===== config.mk =====
export PLATFORM = sky130hd
export DESIGN_NAME = opc_pin_cond
export DESIGN_NICKNAME = d
export VERILOG_FILES = /design/src/verilog/opc_pkg.sv /design/src/verilog/opc_carrier_duty.sv /design/src/verilog/opc_pin_cond.sv
export VERILOG_INCLUDE_DIRS = /design/src /design/src/verilog
export SDC_FILE = /design/constraint.sdc
export NUM_CORES = 1
export LEC_CHECK = 0
export ABC_AREA = 1
export BUFFER_PORTS_ARGS = -buffer_cell sky130_fd_sc_hd__buf_4
export CORE_MARGIN = 1.5
export CORE_UTILIZATION = 52
export CTS_BUF_LIST = sky130_fd_sc_hd__clkbuf_2 sky130_fd_sc_hd__clkbuf_4 sky130_fd_sc_hd__clkbuf_8
export DETAILED_ROUTE_END_ITERATION = 7
export PLACE_DENSITY = 0.95
export SLEW_MARGIN = 20
export SYNTH_ARGS = -nofsm -noshare
export SYNTH_HDL_FRONTEND = slang
export SYNTH_HIERARCHICAL = 1
export SYNTH_SLANG_ARGS = --single-unit

===== constraint.sdc =====
create_clock -name clk_sys -period 3.2 [get_ports clk_sys]
set_input_delay 0.64 -clock clk_sys [delete_from_list [all_inputs] [get_ports clk_sys]]
set_output_delay 0.64 -clock clk_sys [all_outputs]
set_load 0.05 [all_outputs]

===== src/verilog/opc_defines.svh =====
// constants for the optical port pin conditioning block
// assumes an apb master with 32-bit data on the system clock
// Behaviour
// - map bit set gives segment, else select picks gpio/uart/real/reactive
// - transmit invert flips uart transmit before any carrier is applied
// - modulation puts the carrier out where inverted transmit is zero
// - duty field gives carrier low 50, 25, 12.5 or 6.25 percent
// - receive invert flips only the uart input, never the gpio value
// - receive disable, bit-bang enable and map bit choose uart, gpio or segment role
// - bit-bang enable presents the receive input as a gpio pin
`ifndef OPC_DEFINES_SVH
`define OPC_DEFINES_SVH

`define OPC_ADDR_W        18
`define OPC_TX_CFG_IDX    16'h2456
`define OPC_RX_CFG_IDX    16'h2457
`define OPC_TX_CFG_ADDR   ({`OPC_TX_CFG_IDX, 2'b00})
`define OPC_RX_CFG_ADDR   ({`OPC_RX_CFG_IDX, 2'b00})

`define OPC_TX_INV_BIT    0
`define OPC_TX_MOD_BIT    1
`define OPC_TX_SRC_LSB    2
`define OPC_TX_LEVEL_BIT  8

`define OPC_RX_BB_BIT     0
`define OPC_RX_INV_BIT    1
`define OPC_RX_DIS_BIT    2
`define OPC_RX_DUTY_LSB   4
`define OPC_RX_ROLE_LSB   8
`define OPC_RX_LEVEL_BIT  11

`define OPC_TX_CFG_RESET  4'h0
`define OPC_RX_CFG_RESET  6'h00

`define OPC_CARRIER_STEPS 16
`define OPC_SYNC_STAGES   2

`endif


===== src/verilog/opc_pkg.sv =====
// types shared by the optical port pin conditioning files
// assumes opc_defines.svh is compiled alongside
package opc_pkg;

  typedef enum logic [1:0] {
    OPC_SRC_GPIO     = 2'b00,
    OPC_SRC_UART     = 2'b01,
    OPC_SRC_REAL     = 2'b10,
    OPC_SRC_REACTIVE = 2'b11
  } opc_tx_src_e;

  typedef enum logic [2:0] {
    OPC_RX_UART = 3'b001,
    OPC_RX_GPIO = 3'b010,
    OPC_RX_SEG  = 3'b100
  } opc_rx_role_e;

  typedef enum logic [1:0] {
    OPC_DUTY_50  = 2'b00,
    OPC_DUTY_25  = 2'b01,
    OPC_DUTY_12  = 2'b10,
    OPC_DUTY_6   = 2'b11
  } opc_duty_e;

endpackage

===== src/verilog/opc_carrier_duty.sv =====
// carrier duty generator: divides carrier reference ticks into one period
// assumes tick is a one-cycle pulse on clk_sys, already synchronised
`timescale 1ns/1ns
`default_nettype none
`include "opc_defines.svh"

module opc_carrier_duty
  import opc_pkg::*;
#(
  parameter int STEPS = `OPC_CARRIER_STEPS
) (
  input  wire logic       clk_sys,
  input  wire logic       reset,
  input  wire logic       ce,
  input  wire logic       tick,
  input  wire logic [1:0] duty_sel,
  output var  logic       carrier
);

  localparam int CW = $clog2(STEPS);

  logic [CW-1:0] count;
  logic [CW-1:0] low_len;

  // finest duty needs sixteen steps per period
  if (STEPS < 16 || (STEPS & (STEPS - 1)) != 0) begin : g_bad_steps
    $error("opc_carrier_duty: STEPS must be a power of two, at least 16");
  end

  always_comb begin
    case (duty_sel)
      OPC_DUTY_50: low_len = CW'(STEPS / 2);
      OPC_DUTY_25: low_len = CW'(STEPS / 4);
      OPC_DUTY_12: low_len = CW'(STEPS / 8);
      default:     low_len = CW'(STEPS / 16);
    endcase
  end

  always_ff @(posedge clk_sys or posedge reset) begin
    if (reset) begin
      count <= '0;
    end else if (ce && tick) begin
      count <= count + 1'b1;
    end
  end

  // low part sits at the start of each period
  always_ff @(posedge clk_sys or posedge reset) begin
    if (reset) begin
      carrier <= 1'b1;
    end else if (ce) begin
      carrier <= (count >= low_len);
    end
  end

endmodule

`default_nettype wire


===== src/verilog/opc_pin_cond.sv =====
// optical port pin conditioning: apb registers, transmit and receive muxes
// assumes an apb master on clk_sys, an led driver and a receive comparator
`timescale 1ns/1ns
`default_nettype none
`include "opc_defines.svh"

module opc_pin_cond
  import opc_pkg::*;
#(
  parameter int CARRIER_STEPS = `OPC_CARRIER_STEPS,
  parameter int SYNC_STAGES   = `OPC_SYNC_STAGES
) (
  input  wire logic                    clk_sys,
  input  wire logic                    reset,
  input  wire logic                    ce,
  input  wire logic                    psel,
  input  wire logic                    penable,
  input  wire logic                    pwrite,
  input  wire logic [`OPC_ADDR_W-1:0]  paddr,
  input  wire logic [31:0]             pwdata,
  input  wire logic [3:0]              pstrb,
  output var  logic [31:0]             prdata,
  output var  logic                    pready,
  output var  logic                    pslverr,
  input  wire logic                    tx_segment_map,
  input  wire logic                    rx_segment_map,
  input  wire logic                    uart_tx,
  input  wire logic                    real_energy_pulse,
  input  wire logic                    reactive_energy_pulse,
  input  wire logic                    carrier_ref,
  input  wire logic                    transmit_pin_gpio_out,
  input  wire logic                    transmit_pin_gpio_oe_n,
  input  wire logic                    transmit_pin_segment,
  output var  logic                    optical_transmit_pin_out,
  output var  logic                    optical_transmit_pin_oe_n,
  input  wire logic                    optical_receive_pin_in,
  input  wire logic                    receive_pin_gpio_out,
  input  wire logic                    receive_pin_gpio_oe_n,
  input  wire logic                    receive_pin_segment,
  output var  logic                    optical_receive_pin_out,
  output var  logic                    optical_receive_pin_oe_n,
  output var  logic                    uart_rx,
  output var  logic                    receive_pin_gpio,
  output var  logic                    bitbang_uart_gpio
);

  // register fields
  logic        optical_tx_invert_bit;
  logic        optical_tx_modulate_bit;
  opc_tx_src_e optical_tx_source_select;
  logic        optical_bitbang_enable;
  logic        optical_rx_invert_bit;
  logic        optical_rx_disable_bit;
  logic [1:0]  carrier_duty_select;

  // bus decode
  logic        setup_phase;
  logic        write_done;
  logic        hit_tx;
  logic        hit_rx;
  logic [31:0] next_prdata;

  // synchronisers and carrier
  logic [SYNC_STAGES-1:0] rx_sync;
  logic [SYNC_STAGES-1:0] car_sync;
  logic                   car_last;
  logic                   car_tick;
  logic                   carrier;
  logic                   rx_level;

  // pin datapath
  opc_rx_role_e rx_role;
  opc_rx_role_e next_rx_role;
  logic         tx_uart_inv;
  logic         tx_uart_mod;
  logic         next_tx_out;
  logic         next_tx_oe_n;

  if (SYNC_STAGES < 2) begin : g_bad_sync
    $error("opc_pin_cond: SYNC_STAGES must be at least 2");
  end

  if (CARRIER_STEPS < 16) begin : g_bad_carrier
    $error("opc_pin_cond: CARRIER_STEPS must be at least 16");
  end

  assign setup_phase = psel && !penable;
  assign write_done  = psel && penable && pready && pwrite;
  assign hit_tx      = (paddr == `OPC_TX_CFG_ADDR);
  assign hit_rx      = (paddr == `OPC_RX_CFG_ADDR);

  // read data is built in the setup cycle so that it can be registered
  always_comb begin
    next_prdata = 32'h0000_0000;
    if (hit_tx) begin
      next_prdata[`OPC_TX_INV_BIT] = optical_tx_invert_bit;
      next_prdata[`OPC_TX_MOD_BIT] = optical_tx_modulate_bit;
      next_prdata[`OPC_TX_SRC_LSB +: 2] = optical_tx_source_select;
      next_prdata[`OPC_TX_LEVEL_BIT] = optical_transmit_pin_out;
    end else if (hit_rx) begin
      next_prdata[`OPC_RX_BB_BIT] = optical_bitbang_enable;
      next_prdata[`OPC_RX_INV_BIT] = optical_rx_invert_bit;
      next_prdata[`OPC_RX_DIS_BIT] = optical_rx_disable_bit;
      next_prdata[`OPC_RX_DUTY_LSB +: 2] = carrier_duty_select;
      next_prdata[`OPC_RX_ROLE_LSB +: 3] = rx_role;
      next_prdata[`OPC_RX_LEVEL_BIT] = rx_level;
    end
  end

  // one wait-free access: pready rises for the first access cycle only
  always_ff @(posedge clk_sys or posedge reset) begin
    if (reset) begin
      pready <= 1'b0;
    end else if (ce) begin
      pready <= setup_phase;
    end
  end

  always_ff @(posedge clk_sys or posedge reset) begin
    if (reset) begin
      prdata  <= 32'h0000_0000;
      pslverr <= 1'b0;
    end else if (ce && setup_phase) begin
      prdata  <= pwrite ? 32'h0000_0000 : next_prdata;
      pslverr <= !(hit_tx || hit_rx);
    end
  end

  // transmit config, written only on byte lane 0
  always_ff @(posedge clk_sys or posedge reset) begin
    if (reset) begin
      optical_tx_invert_bit    <= 1'(`OPC_TX_CFG_RESET >> `OPC_TX_INV_BIT);
      optical_tx_modulate_bit  <= 1'b0;
      optical_tx_source_select <= OPC_SRC_GPIO;
    end else if (ce && write_done && hit_tx && pstrb[0]) begin
      optical_tx_invert_bit    <= pwdata[`OPC_TX_INV_BIT];
      optical_tx_modulate_bit  <= pwdata[`OPC_TX_MOD_BIT];
      optical_tx_source_select <=
        opc_tx_src_e'(pwdata[`OPC_TX_SRC_LSB +: 2]);
    end
  end

  // receive config and carrier duty
  always_ff @(posedge clk_sys or posedge reset) begin
    if (reset) begin
      optical_bitbang_enable <= 1'b0;
      optical_rx_invert_bit  <= 1'b0;
      optical_rx_disable_bit <= 1'b0;
      carrier_duty_select    <= OPC_DUTY_50;
    end else if (ce && write_done && hit_rx && pstrb[0]) begin
      optical_bitbang_enable <= pwdata[`OPC_RX_BB_BIT];
      optical_rx_invert_bit  <= pwdata[`OPC_RX_INV_BIT];
      optical_rx_disable_bit <= pwdata[`OPC_RX_DIS_BIT];
      carrier_duty_select    <= pwdata[`OPC_RX_DUTY_LSB +: 2];
    end
  end

  // comparator output is asynchronous to clk_sys
  always_ff @(posedge clk_sys or posedge reset) begin
    if (reset) begin
      rx_sync <= '0;
    end else if (ce) begin
      rx_sync <= {rx_sync[SYNC_STAGES-2:0], optical_receive_pin_in};
    end
  end

  assign rx_level = rx_sync[SYNC_STAGES-1];

  always_ff @(posedge clk_sys or posedge reset) begin
    if (reset) begin
      car_sync <= '0;
      car_last <= 1'b0;
    end else if (ce) begin
      car_sync <= {car_sync[SYNC_STAGES-2:0], carrier_ref};
      car_last <= car_sync[SYNC_STAGES-1];
    end
  end

  // carrier reference must be well below clk_sys/2 to survive sampling
  assign car_tick = car_sync[SYNC_STAGES-1] && !car_last;

  opc_carrier_duty #(
    .STEPS(CARRIER_STEPS)
  ) u_duty (
    .clk_sys (clk_sys),
    .reset   (reset),
    .ce      (ce),
    .tick    (car_tick),
    .duty_sel(carrier_duty_select),
    .carrier (carrier)
  );

  assign tx_uart_inv = uart_tx ^ optical_tx_invert_bit;

  assign tx_uart_mod = (optical_tx_modulate_bit && !tx_uart_inv) ?
                       carrier : tx_uart_inv;

  always_comb begin
    next_tx_out  = 1'b0;
    next_tx_oe_n = 1'b0;
    if (tx_segment_map) begin
      next_tx_out = transmit_pin_segment;
    end else begin
      case (optical_tx_source_select)
        OPC_SRC_GPIO: begin
          next_tx_out  = transmit_pin_gpio_out;
          next_tx_oe_n = transmit_pin_gpio_oe_n;
        end
        OPC_SRC_UART: next_tx_out = tx_uart_mod;
        OPC_SRC_REAL: next_tx_out = real_energy_pulse;
        default:      next_tx_out = reactive_energy_pulse;
      endcase
    end
  end

  always_ff @(posedge clk_sys or posedge reset) begin
    if (reset) begin
      optical_transmit_pin_out  <= 1'b0;
      optical_transmit_pin_oe_n <= 1'b1;
    end else if (ce) begin
      optical_transmit_pin_out  <= next_tx_out;
      optical_transmit_pin_oe_n <= next_tx_oe_n;
    end
  end

  always_comb begin
    if (rx_segment_map) begin
      next_rx_role = OPC_RX_SEG;
    end else if (optical_rx_disable_bit || optical_bitbang_enable) begin
      next_rx_role = OPC_RX_GPIO;
    end else begin
      next_rx_role = OPC_RX_UART;
    end
  end

  always_ff @(posedge clk_sys or posedge reset) begin
    if (reset) begin
      rx_role <= OPC_RX_UART;
    end else if (ce) begin
      rx_role <= next_rx_role;
    end
  end

  // receive pin drive follows the role; uart role leaves it an input
  always_ff @(posedge clk_sys or posedge reset) begin
    if (reset) begin
      optical_receive_pin_out  <= 1'b0;
      optical_receive_pin_oe_n <= 1'b1;
    end else if (ce) begin
      case (next_rx_role)
        OPC_RX_SEG: begin
          optical_receive_pin_out  <= receive_pin_segment;
          optical_receive_pin_oe_n <= 1'b0;
        end
        OPC_RX_GPIO: begin
          optical_receive_pin_out  <= receive_pin_gpio_out;
          optical_receive_pin_oe_n <= receive_pin_gpio_oe_n;
        end
        default: begin
          optical_receive_pin_out  <= 1'b0;
          optical_receive_pin_oe_n <= 1'b1;
        end
      endcase
    end
  end

  always_ff @(posedge clk_sys or posedge reset) begin
    if (reset) begin
      uart_rx <= 1'b1;
    end else if (ce) begin
      uart_rx <= (next_rx_role == OPC_RX_UART) ?
                 (rx_level ^ optical_rx_invert_bit) : 1'b1;
    end
  end

  always_ff @(posedge clk_sys or posedge reset) begin
    if (reset) begin
      receive_pin_gpio <= 1'b0;
    end else if (ce) begin
      receive_pin_gpio <= (next_rx_role == OPC_RX_GPIO) && rx_level;
    end
  end

  // software uart line
  // idles high when off so a firmware uart sees no false start bit
  always_ff @(posedge clk_sys or posedge reset) begin
    if (reset) begin
      bitbang_uart_gpio <= 1'b1;
    end else if (ce) begin
      bitbang_uart_gpio <= (optical_bitbang_enable &&
                            next_rx_role == OPC_RX_GPIO) ? rx_level : 1'b1;
    end
  end

endmodule

`default_nettype wire


==> run_results.csv, run 1 <==
group,metric,value,unit
run_status,status,"completed",
floorplan,die_h,70.5,um
cts,clk_latency,0.30,ns
worst_setup_path,critical_path.endpoint_type,"primary output",
sta,setup_slack,1.52,ns
power_and_ir_drop,fin_total_pwr,1.28,mW
drt,routed_wl,5.19,mm
global_route,grt_pass1_wl,8.83,mm
worst_setup_path,crit_fanout,2,
cts,cts_root_buf,"clkbuf_8",
final_layout,synthToLayoutAreaGrowth,23.0,%
worst_setup_path,r2r_setup_slack,1.95,ns
sta,setup_viol,0,
global_route,antenna_found_initial,0,
floorplan,die-area,0.00497,mm2
sta,rsz0062_at_grt,"no",
synthesis,synth_top_area_share,0.370,
global_route,grt_pass1_vias,1977,
floorplan,io_pins,114,
drt,dr.pass1.iters,4,
worst_setup_path,critPathTopFamily,"flip-flops",
worst_setup_path,path_cells,"buf_4",
final_layout,drive_gt1_frac,0.236,
placed_design,place_ws,1.31,ns
worst_setup_path,worstPathRequired,2.56,ns
power_and_ir_drop,p_leak,1.68,nW
final_layout,final_util,0.665,
cts,cts_sinks,41,
sta,skew,0.00250,ns
drt,drt.antenna.violating_nets,0,
placed_design,place.gp.congestion,0.814,
global_route,grt_max_degree,20,
placed_design,portBuffers,62,
sta,whs,0.243,ns
worst_setup_path,worstPathArrival,1.04,ns
synthesis,avgSynthCellArea,7.48,um2
worst_setup_path,crit_buf_inv,1,
final_layout,mostFrequentLayoutCells,"nand2_1 (105), buf_4 (63), inv_1 (46)",
placed_design,dp_cells,429,
cts,clkTransAtPathRegs,0.08,ns
hold_path,hp-class,"in2async",
drt,wire_per_inst,11.9,um
placed_design,placed_area,0.00281,mm2
synthesis,synth.area.top_cells,"dfrtp_1 (37%), nand2_1 (17%), inv_1 (7.3%)",
drt,drt-vias-per-instance,4.81,
cts,cts-resized-gates,0,
synthesis,ys_seq_elements,41,
global_route,grt_usage,0.225,
floorplan,core.rowCount,24,
final_layout,mostFrequentLayoutCell,"nand2_1",
power_and_ir_drop,ir_worst_vdd,0.375,mV
synthesis,post-synth-top-area-cell,"dfrtp_1",
synthesis,yosys_warnings,6,
power_and_ir_drop,power.density,440,mW/mm2
worst_setup_path,cp_slowest_stage_delay,0.54,ns
worst_setup_path,path_class,"reg2out",
synthesis,ys_seq_area_frac,0.436,
sta,slew-limit-headroom,0.569,
sta,clock.fmax,597,MHz
sta,tightestPinTransition,0.646,ns
cts,max-clock-path-buffers,2,
placed_design,detailed_place_hpwl,4.01,mm
floorplan,fp.coreArea,0.00438,mm2
synthesis,synthesis.area,0.00237,mm2
final_layout,final_area,0.00292,mm2
final_layout,num-fill-cells,358,
drt,drt-initial-drc-count,141,
worst_setup_path,cp-start-kind,"register",
synthesis,synth.distinct_cells,28,
final_layout,nets,462,
cts,cts_tree,"yes",
global_route,grt.overflow.total,0,
sta,final.period_utilization,0.523,
cts,ctsHoldBuffers,0,
final_layout,diodes,0,
flow_run,max-cap-violations,0,
final_layout,finalNonFillerCells,437,
floorplan,die_w,70.5,um
drt,dr_total_vias,2103,
cts,htreeDepth,2,
worst_setup_path,worst_path_max_delay_cell,"dfstp_2",
drt,route.detailed.drc,0,
cts,post-cts-setup-buffers,0,
sta,fin_crit,1.68,ns
sta,tns,0,ns
synthesis,syn_inst,317,
sta,finalHoldViolCount,0,
sta,slew_viol_final,0,
cts,cts_buffers,5,
floorplan,start_util,0.541,
==> path summary, 6_finish.rpt <==
path                                                             from  depth (start not counted)                            endpoint
worst max-delay path            optical_transmit_pin_oe_n$_DFFE_PP1P_                          1           optical_transmit_pin_oe_n
worst min-delay path                                            reset                          2         u_duty/count[1]$_DFFE_PP0P_
worst max register to register                     pready$_DFFE_PP0P_                          5  optical_rx_disable_bit$_DFFE_PP0P_
worst min register to register                car_sync[0]$_DFFE_PP0P_                          2             car_sync[0]$_DFFE_PP0P_
max in group asynchronous                                       reset                          3              rx_role[0]$_DFFE_PP1P_
min in group clk_sys                          car_sync[0]$_DFFE_PP0P_                          2             car_sync[0]$_DFFE_PP0P_
==> flip-flops by register name, summed over array words and instances, names as in the netlist <==
| signal | count |
|---|---|
| optical_transmit_pin_out | 1 |
| optical_receive_pin_out | 1 |
| optical_rx_invert_bit | 1 |
| optical_rx_disable_bit | 1 |
| optical_tx_source_select | 2 |
| u_duty/count | 4 |
| optical_tx_invert_bit | 1 |
| prdata | 10 |
| car_sync | 2 |
| car_last | 1 |
| optical_transmit_pin_oe_n | 1 |
| optical_tx_modulate_bit | 1 |
| optical_bitbang_enable | 1 |
| rx_sync | 2 |
| optical_receive_pin_oe_n | 1 |
| carrier_duty_select | 2 |
| uart_rx | 1 |
| u_duty/carrier | 1 |
| rx_role | 3 |
| pready | 1 |
| pslverr | 1 |
| bitbang_uart_gpio | 1 |
| receive_pin_gpio | 1 |
==> kinds of logic after synthesis <==
logic type,Yosys count,share of synthesized area
adders and majority gates,5,0.0264
xor gates and xnor gates,4,0.0148
other,1,0.00158
DFF,41,0.436
and+or+nand+nor,178,0.336
buffers and inverters,72,0.150
AOI/OAI and AO/OA,16,0.0348
==> cell usage after synthesis <==
| library cell | count |
|---|---|
| nand2_1 | 105 |
| inv_1 | 46 |
| nor2_1 | 42 |
| dfrtp_1 | 35 |
| buf_4 | 22 |
| nand3_1 | 12 |
| o21ai_0 | 11 |
| dfstp_2 | 6 |
| ha_1 | 5 |
| nand4_1 | 5 |
| nor2_4 | 3 |
| a21oi_1 | 2 |
| a31oi_1 | 2 |
| clkbuf_1 | 2 |
| nand2_2 | 2 |
| nor2_2 | 2 |
| nor2_8 | 2 |
| xnor2_1 | 2 |
| xor2_1 | 2 |
| and2_1 | 1 |
| conb_1 | 1 |
| inv_2 | 1 |
| inv_4 | 1 |
| nand3_2 | 1 |
| nand3b_1 | 1 |
| nand4_4 | 1 |
| nor3_2 | 1 |
| o21ai_1 | 1 |
==> power by group <==
group          switching (mW)  leakage, nW  internal (mW)
Combinational           0.193         1.10          0.104
Clock                   0.178       0.0542          0.195
Sequential             0.0406        0.529          0.571
==> final cells by class <==
class                           instances  area [um2]  area share
Clock buffer                            7        96.3      0.0330
Clock inverter                          1        5.00     0.00172
Inverter                               48         183      0.0627
Multi-Input combinational cell        225        1060       0.364
Sequential cell                        41        1030       0.355
Tap cell                               52        65.1      0.0223
Timing Repair Buffer                   63         473       0.162
==> routing by layer <==
metal,share of wire,track usage
met3,0.055,0.0606
met4,0.0075,0.0406
met2,0.54,0.400
met1,0.40,0.276
met5,0,0
Note: power is estimated with default switching activity, not from simulation.
==> run 2, diff against run 1 <==
CORE_UTILIZATION = 48   (was 52)
PLACE_DENSITY = 0.93   (was 0.95)
clock period = 1.66 ns   (was 3.2 ns; I/O delays follow)
==> run 2 against run 1 <==
Compared with the run above:
- wire length grew 0.87%
- largest cell class unchanged
- cell count grew 4.6%
- final area grew 1.9%
- register-to-register slack lost 1.5 ns
- critical path type unchanged
- non-clock buffer count grew 5
- utilization shrank 4.0 points
==> run_results.csv, run 2 (same netlist as run 1, synthesis figures left out) <==
group,metric,value,unit
final_layout,synthToLayoutAreaGrowth,25.3,%
drt,drt-initial-drc-count,125,
sta,skew,0.00602,ns
final_layout,mostFrequentLayoutCells,"nand2_1 (105), buf_4 (67), inv_1 (46)",
worst_setup_path,path_cells,"buf_4",
worst_setup_path,cp-start-kind,"register",
floorplan,core.rowCount,25,
cts,cts_root_buf,"clkbuf_8",
global_route,antenna_found_initial,0,
cts,cts_sinks,41,
placed_design,place.gp.congestion,0.824,
flow_run,max-cap-violations,0,
placed_design,place_ws,0.182,ns
drt,dr_total_vias,2127,
cts,max-clock-path-buffers,2,
sta,rsz0062_at_grt,"no",
global_route,grt.overflow.total,0,
sta,slew_viol_final,0,
worst_setup_path,critical_path.endpoint_type,"primary output",
floorplan,die_h,73.3,um
sta,finalHoldViolCount,0,
worst_setup_path,ff2ff_path_depth,5,
final_layout,largest_reg_flops,10,
final_layout,top_regs,"prdata x10, u_duty/count x4, rx_role x3",
worst_setup_path,crit_buf_inv,1,
sta,clock.fmax,734,MHz
hold_path,hp-class,"in2reg",
worst_setup_path,worstPathRequired,1.33,ns
drt,drt.antenna.violating_nets,0,
power_and_ir_drop,p_leak,1.70,nW
final_layout,nets,467,
placed_design,portBuffers,62,
worst_setup_path,critPathLaunch,"bitbang_uart_gpio$_DFFE_PP1P_",
cts,cts_tree,"yes",
final_layout,regMostFlops,"prdata",
drt,route.detailed.drc,0,
floorplan,fp.coreArea,0.00475,mm2
worst_setup_path,r2r_start,"pready$_DFFE_PP0P_",
sta,fin_crit,1.36,ns
power_and_ir_drop,ir_worst_vdd,0.423,mV
global_route,grt_usage,0.222,
global_route,grt_pass1_vias,2132,
cts,clk_latency,0.30,ns
drt,wire_per_inst,11.5,um
floorplan,start_util,0.498,
sta,final.period_utilization,0.820,
worst_setup_path,path_depth,1,
cts,cts_buffers,5,
floorplan,die-area,0.00537,mm2
sta,setup_slack,0.298,ns
global_route,grt_max_degree,37,
run_status,status,"completed",
worst_setup_path,crit_fanout,2,
worst_setup_path,cp_slowest_stage_delay,0.54,ns
placed_design,detailed_place_hpwl,4.12,mm
worst_setup_path,path_class,"reg2out",
worst_setup_path,r2r_setup_slack,0.40,ns
final_layout,diodes,0,
sta,setup_viol,0,
sta,tns,0,ns
final_layout,finalNonFillerCells,457,
worst_setup_path,critPathTopFamily,"flip-flops",
cts,post-cts-setup-buffers,0,
drt,dr.pass1.iters,4,
worst_setup_path,worst_path_max_delay_cell,"dfstp_2",
drt,routed_wl,5.24,mm
global_route,grt_pass1_wl,9.06,mm
drt,drt-vias-per-instance,4.65,
placed_design,dp_cells,448,
worst_setup_path,r2r_end,"optical_rx_disable_bit$_DFFE_PP0P_",
final_layout,drive_gt1_frac,0.244,
final_layout,mostFrequentLayoutCell,"nand2_1",
floorplan,io_pins,114,
cts,htreeDepth,2,
worst_setup_path,worstPathArrival,1.03,ns
power_and_ir_drop,power.density,825,mW/mm2
cts,clkTransAtPathRegs,0.07,ns
worst_setup_path,cp-endpoint,"bitbang_uart_gpio",
floorplan,die_w,73.3,um
## run 2: power by group
group | switching, mW | internal [mW]
registers | 0.0740 | 1.10
logic | 0.379 | 0.205
clock network | 0.320 | 0.371
## run 2: final cells by class
cell class / count / area (um2)
Fill cell: 428 / 1780
Multi-Input combinational cell: 225 / 1060
Sequential cell: 41 / 1030
Timing Repair Buffer: 68 / 513
Inverter: 48 / 183
Clock buffer: 8 / 97.6
Tap cell: 67 / 83.8
## run 2: how the worst min path moves through the flow
stage,startpoint,to,slack (ns),depth (start not counted)
after detailed placement,reset,u_duty/count[3]$_DFFE_PP0P_,0.26,2
after floorplan,reset,u_duty/count[0]$_DFFE_PP0P_,0.11,1
final,carrier_ref,car_sync[0]$_DFFE_PP0P_,0.23,3
after CTS,carrier_ref,car_sync[0]$_DFFE_PP0P_,0.23,3
after global placement,reset,u_duty/count[3]$_DFFE_PP0P_,0.25,2
after global routing,carrier_ref,car_sync[0]$_DFFE_PP0P_,0.25,3
## run 2: layer usage
| layer | vias up | share of wire | GRT usage |
|---|---|---|---|
| met5 | - | 0 | 0 |
| met4 | 0 | 0.032 | 0.111 |
| met3 | 17 | 0.039 | 0.0439 |
| met2 | 60 | 0.52 | 0.391 |
| met1 | 986 | 0.41 | 0.254 |
| li1 | 1064 | - | - |
## run 2: what timing repair did
item | 4_1_cts | 5_1_grt
endpoints found under the setup margin | 0 | 0
hold buffers | 1 | 0
endpoints found under the hold margin | 4 | 0
gates resized for setup | 0 | 0
## run 2: metrics by stage
stage	power (mW)	hold WS, ns	instance area (um2)	utilization
finish	2.45	0.231	2970	0.625
global route	2.59	0.254	2970	0.625
global placement	1.74	0.251	2860	0.602
floorplan	1.62	0.110	2450	-
detailed placement	1.78	0.256	2860	0.602
CTS	2.47	0.225	2970	0.625
==> run 3, diff against run 2 <==
ABC_AREA = 0   (was 1)
CORE_UTILIZATION = 42   (was 48)
PLACE_DENSITY = 0.89   (was 0.93)
clock period = 1.25 ns   (was 1.66 ns; I/O delays follow)
==> run 3 against run 2 <==
Compared with the run above:
- the flow now finishes with violations (setup timing)
- cell count is 28% lower
- final area is 1.8% higher
- sequential share of layout area decreased by 0.56 points
- combinational power up 58%
- clock power grew 28%
- via count down 25%
- non-clock buffer count increased by 15
- critical path type is now reg2reg
- largest cell class unchanged
- largest power group unchanged
- highest routed layer unchanged
==> run_results.csv, run 3 <==
group,metric,value,unit
placed_design,detailed_place_hpwl,3.62,mm
synthesis,synth.distinct_cells,37,
final_layout,synthToLayoutAreaGrowth,43.5,%
synthesis,synth-edff-count,0,
final_layout,diodes,0,
worst_setup_path,r2r_setup_slack,-0.21,ns
drt,routed_wl,4.93,mm
cts,clk_latency,0.30,ns
worst_setup_path,cp_slowest_stage_delay,0.35,ns
worst_setup_path,crit_fanout,5,
final_layout,largest_reg_flops,10,
sta,setup_slack,-0.207,ns
global_route,grt_pass1_vias,1619,
power_and_ir_drop,ir_worst_vdd,0.515,mV
final_layout,num-fill-cells,389,
sta,skew,0.00580,ns
floorplan,fp.coreArea,0.00479,mm2
worst_setup_path,worst_path_max_delay_cell,"dfrtp_2",
final_layout,mostFrequentLayoutCell,"buf_4",
final_layout,drive_gt1_frac,0.538,
global_route,antenna_found_initial,0,
sta,setup_viol,21,
worst_setup_path,worstPathArrival,1.65,ns
final_layout,finalNonFillerCells,327,
synthesis,yosysMostFrequentCell,"dfrtp_1",
placed_design,place.gp.congestion,0.748,
power_and_ir_drop,p_leak,1.45,nW
drt,drt.antenna.violating_nets,0,
drt,drt-vias-per-instance,4.90,
placed_design,dp_cells,315,
sta,clock.fmax,686,MHz
worst_setup_path,r2r_start,"pready$_DFFE_PP0P_",
sta,tns,-3.10,ns
power_and_ir_drop,power.density,1120,mW/mm2
synthesis,ys_seq_elements,41,
worst_setup_path,critical_path.endpoint_type,"register",
drt,drt-initial-drc-count,45,
cts,cts_root_buf,"clkbuf_8",
synthesis,ys_seq_area_frac,0.490,
synthesis,synth_top_area_share,0.416,
drt,route.detailed.drc,0,
cts,clkTransAtPathRegs,0.08,ns
drt,dr_total_vias,1603,
floorplan,die_w,73.8,um
worst_setup_path,worstPathRequired,1.44,ns
synthesis,synthArstFlopShare,1.00,
run_status,status,"complete, but fails checks",
sta,finalHoldViolCount,0,
cts,cts_buffers,5,
final_layout,regMostFlops,"prdata",
synthesis,post-synth-top-area-cell,"dfrtp_1",
sta,fin_crit,1.46,ns
cts,cts_sinks,41,
global_route,grt_max_degree,37,
floorplan,die_h,73.8,um
synthesis,synth_ff_type,"dfrtp_1",
final_layout,nets,337,
drt,wire_per_inst,15.1,um
run_status,violations,"setup timing",
cts,cts_tree,"yes",
cts,htreeDepth,2,
synthesis,syn_inst,174,
floorplan,start_util,0.440,
sta,slew_viol_final,0,
sta,final.period_utilization,1.17,
final_layout,top_regs,"prdata x10, u_duty/count x4, rx_role x3",
worst_setup_path,r2r_end,"optical_bitbang_enable$_DFFE_PP0P_",
hold_path,worstHoldStart,"carrier_ref",
synthesis,yosys_warnings,6,
final_layout,final_util,0.632,
hold_path,holdPathEnd,"car_sync[0]$_DFFE_PP0P_",
final_layout,mostFrequentLayoutCells,"buf_4 (67), dfrtp_1 (34), conb_1 (22)",
cts,max-clock-path-buffers,2,
worst_setup_path,path_class,"reg2reg",
power_and_ir_drop,fin_total_pwr,3.40,mW
synthesis,synthesis.area,0.00211,mm2
hold_path,hp-class,"in2reg",
placed_design,portBuffers,62,
drt,dr.pass1.iters,4,
flow_run,max-cap-violations,0,
sta,rsz0062_at_grt,"yes",
hold_path,min_path_cells,2,
global_route,grt_pass1_wl,7.64,mm
worst_setup_path,path_cells,"and4_1 > nand3_2 > nor4_4 > buf_6 > mux2_4",
global_route,grt_usage,0.191,
global_route,grt.overflow.total,0,
worst_setup_path,ff2ff_path_depth,5,
synthesis,avgSynthCellArea,12.1,um2
synthesis,synth.area.top_cells,"dfrtp_1 (42%), mux2_2 (13%), buf_4 (7.8%)",
floorplan,core.rowCount,25,
floorplan,io_pins,114,
floorplan,die-area,0.00545,mm2
synthesis,yosys-top-cells-count,"dfrtp_1 (35), mux2_2 (24), buf_4 (22)",
worst_setup_path,cp-start-kind,"register",
==> run 3: where the power goes <==
part / switching (mW) / internal (mW)
registers: 0.112 / 1.47
clock network: 0.452 / 0.435
logic: 0.510 / 0.415
total: 1.07 / 2.32
==> run 3: how the worst max path moves through the flow <==
stage                                         endpoint  cells after the start          startpoint  slack [ns]
2_1_floorplan       carrier_duty_select[0]$_DFFE_PP0P_                      4  pready$_DFFE_PP0P_       -0.37
3_3_place_gp         optical_tx_invert_bit$_DFFE_PP0P_                      5            paddr[9]       -0.50
3_5_place_dp   optical_tx_source_select[0]$_DFFE_PP0P_                      5            paddr[9]       -0.57
4_1_cts             carrier_duty_select[1]$_DFFE_PP0P_                      5  pready$_DFFE_PP0P_       -0.25
5_1_grt             optical_bitbang_enable$_DFFE_PP0P_                      5  pready$_DFFE_PP0P_       -0.28
6_report            optical_bitbang_enable$_DFFE_PP0P_                      5  pready$_DFFE_PP0P_       -0.21
==> run 3: area by class of cell <==
cell class | count | area (um2) | share of cell area
Tap cell | 67 | 83.8 | 0.0277
Clock inverter | 1 | 5.00 | 0.00166
Multi-Input combinational cell | 122 | 1080 | 0.357
Clock buffer | 7 | 83.8 | 0.0277
Timing Repair Buffer | 83 | 714 | 0.236
Inverter | 6 | 22.5 | 0.00745
Sequential cell | 41 | 1030 | 0.342
==> run 3: through the flow <==
step	setup slack (ns)	hold WS [ns]	instance area, um2
2_1_floorplan	-0.366	0.0278	2200
3_3_place_gp	-0.497	0.168	2730
3_5_place_dp	-0.567	0.174	2730
4_1_cts	-0.245	0.173	2930
5_1_grt	-0.275	0.172	3020
6_report	-0.207	0.178	3020
==> run 3: timing repair <==
action | 4_1_cts | 5_1_grt
pin swaps | 13 | 6
resized for setup | 20 | 17
hold buffers | 1 | 0
setup endpoints to repair | 25 | 25
setup buffers | 2 | 0
gates cloned | 1 | 0
hold endpoints to repair | 4 | 0
==> run 3: logic make-up after synthesis <==
family	after synthesis	synth area share
xor gates and xnor gates	5	0.0208
AOI/OAI and AO/OA	23	0.0796
buffers and inverters	32	0.0962
DFF	41	0.490
muxes	25	0.133
adders and majority gates	5	0.0297
other	1	0.00178
and+or+nand+nor	42	0.148
==> run 3: metal layers <==
metal,part of all wire,track usage,up-vias
met4,0.018,0.0782,0
met5,0,0,-
met2,0.49,0.311,72
li1,-,-,749
met1,0.41,0.230,773
met3,0.075,0.0645,9
==> run 3: critical path, delay by kind of cell, from the launching register on <==
kind / cells / cell delay [ns]
DFF: 1 / 0.35
and+or+nand+nor: 3 / 0.50
buffers and inverters: 1 / 0.17
muxes: 1 / 0.31
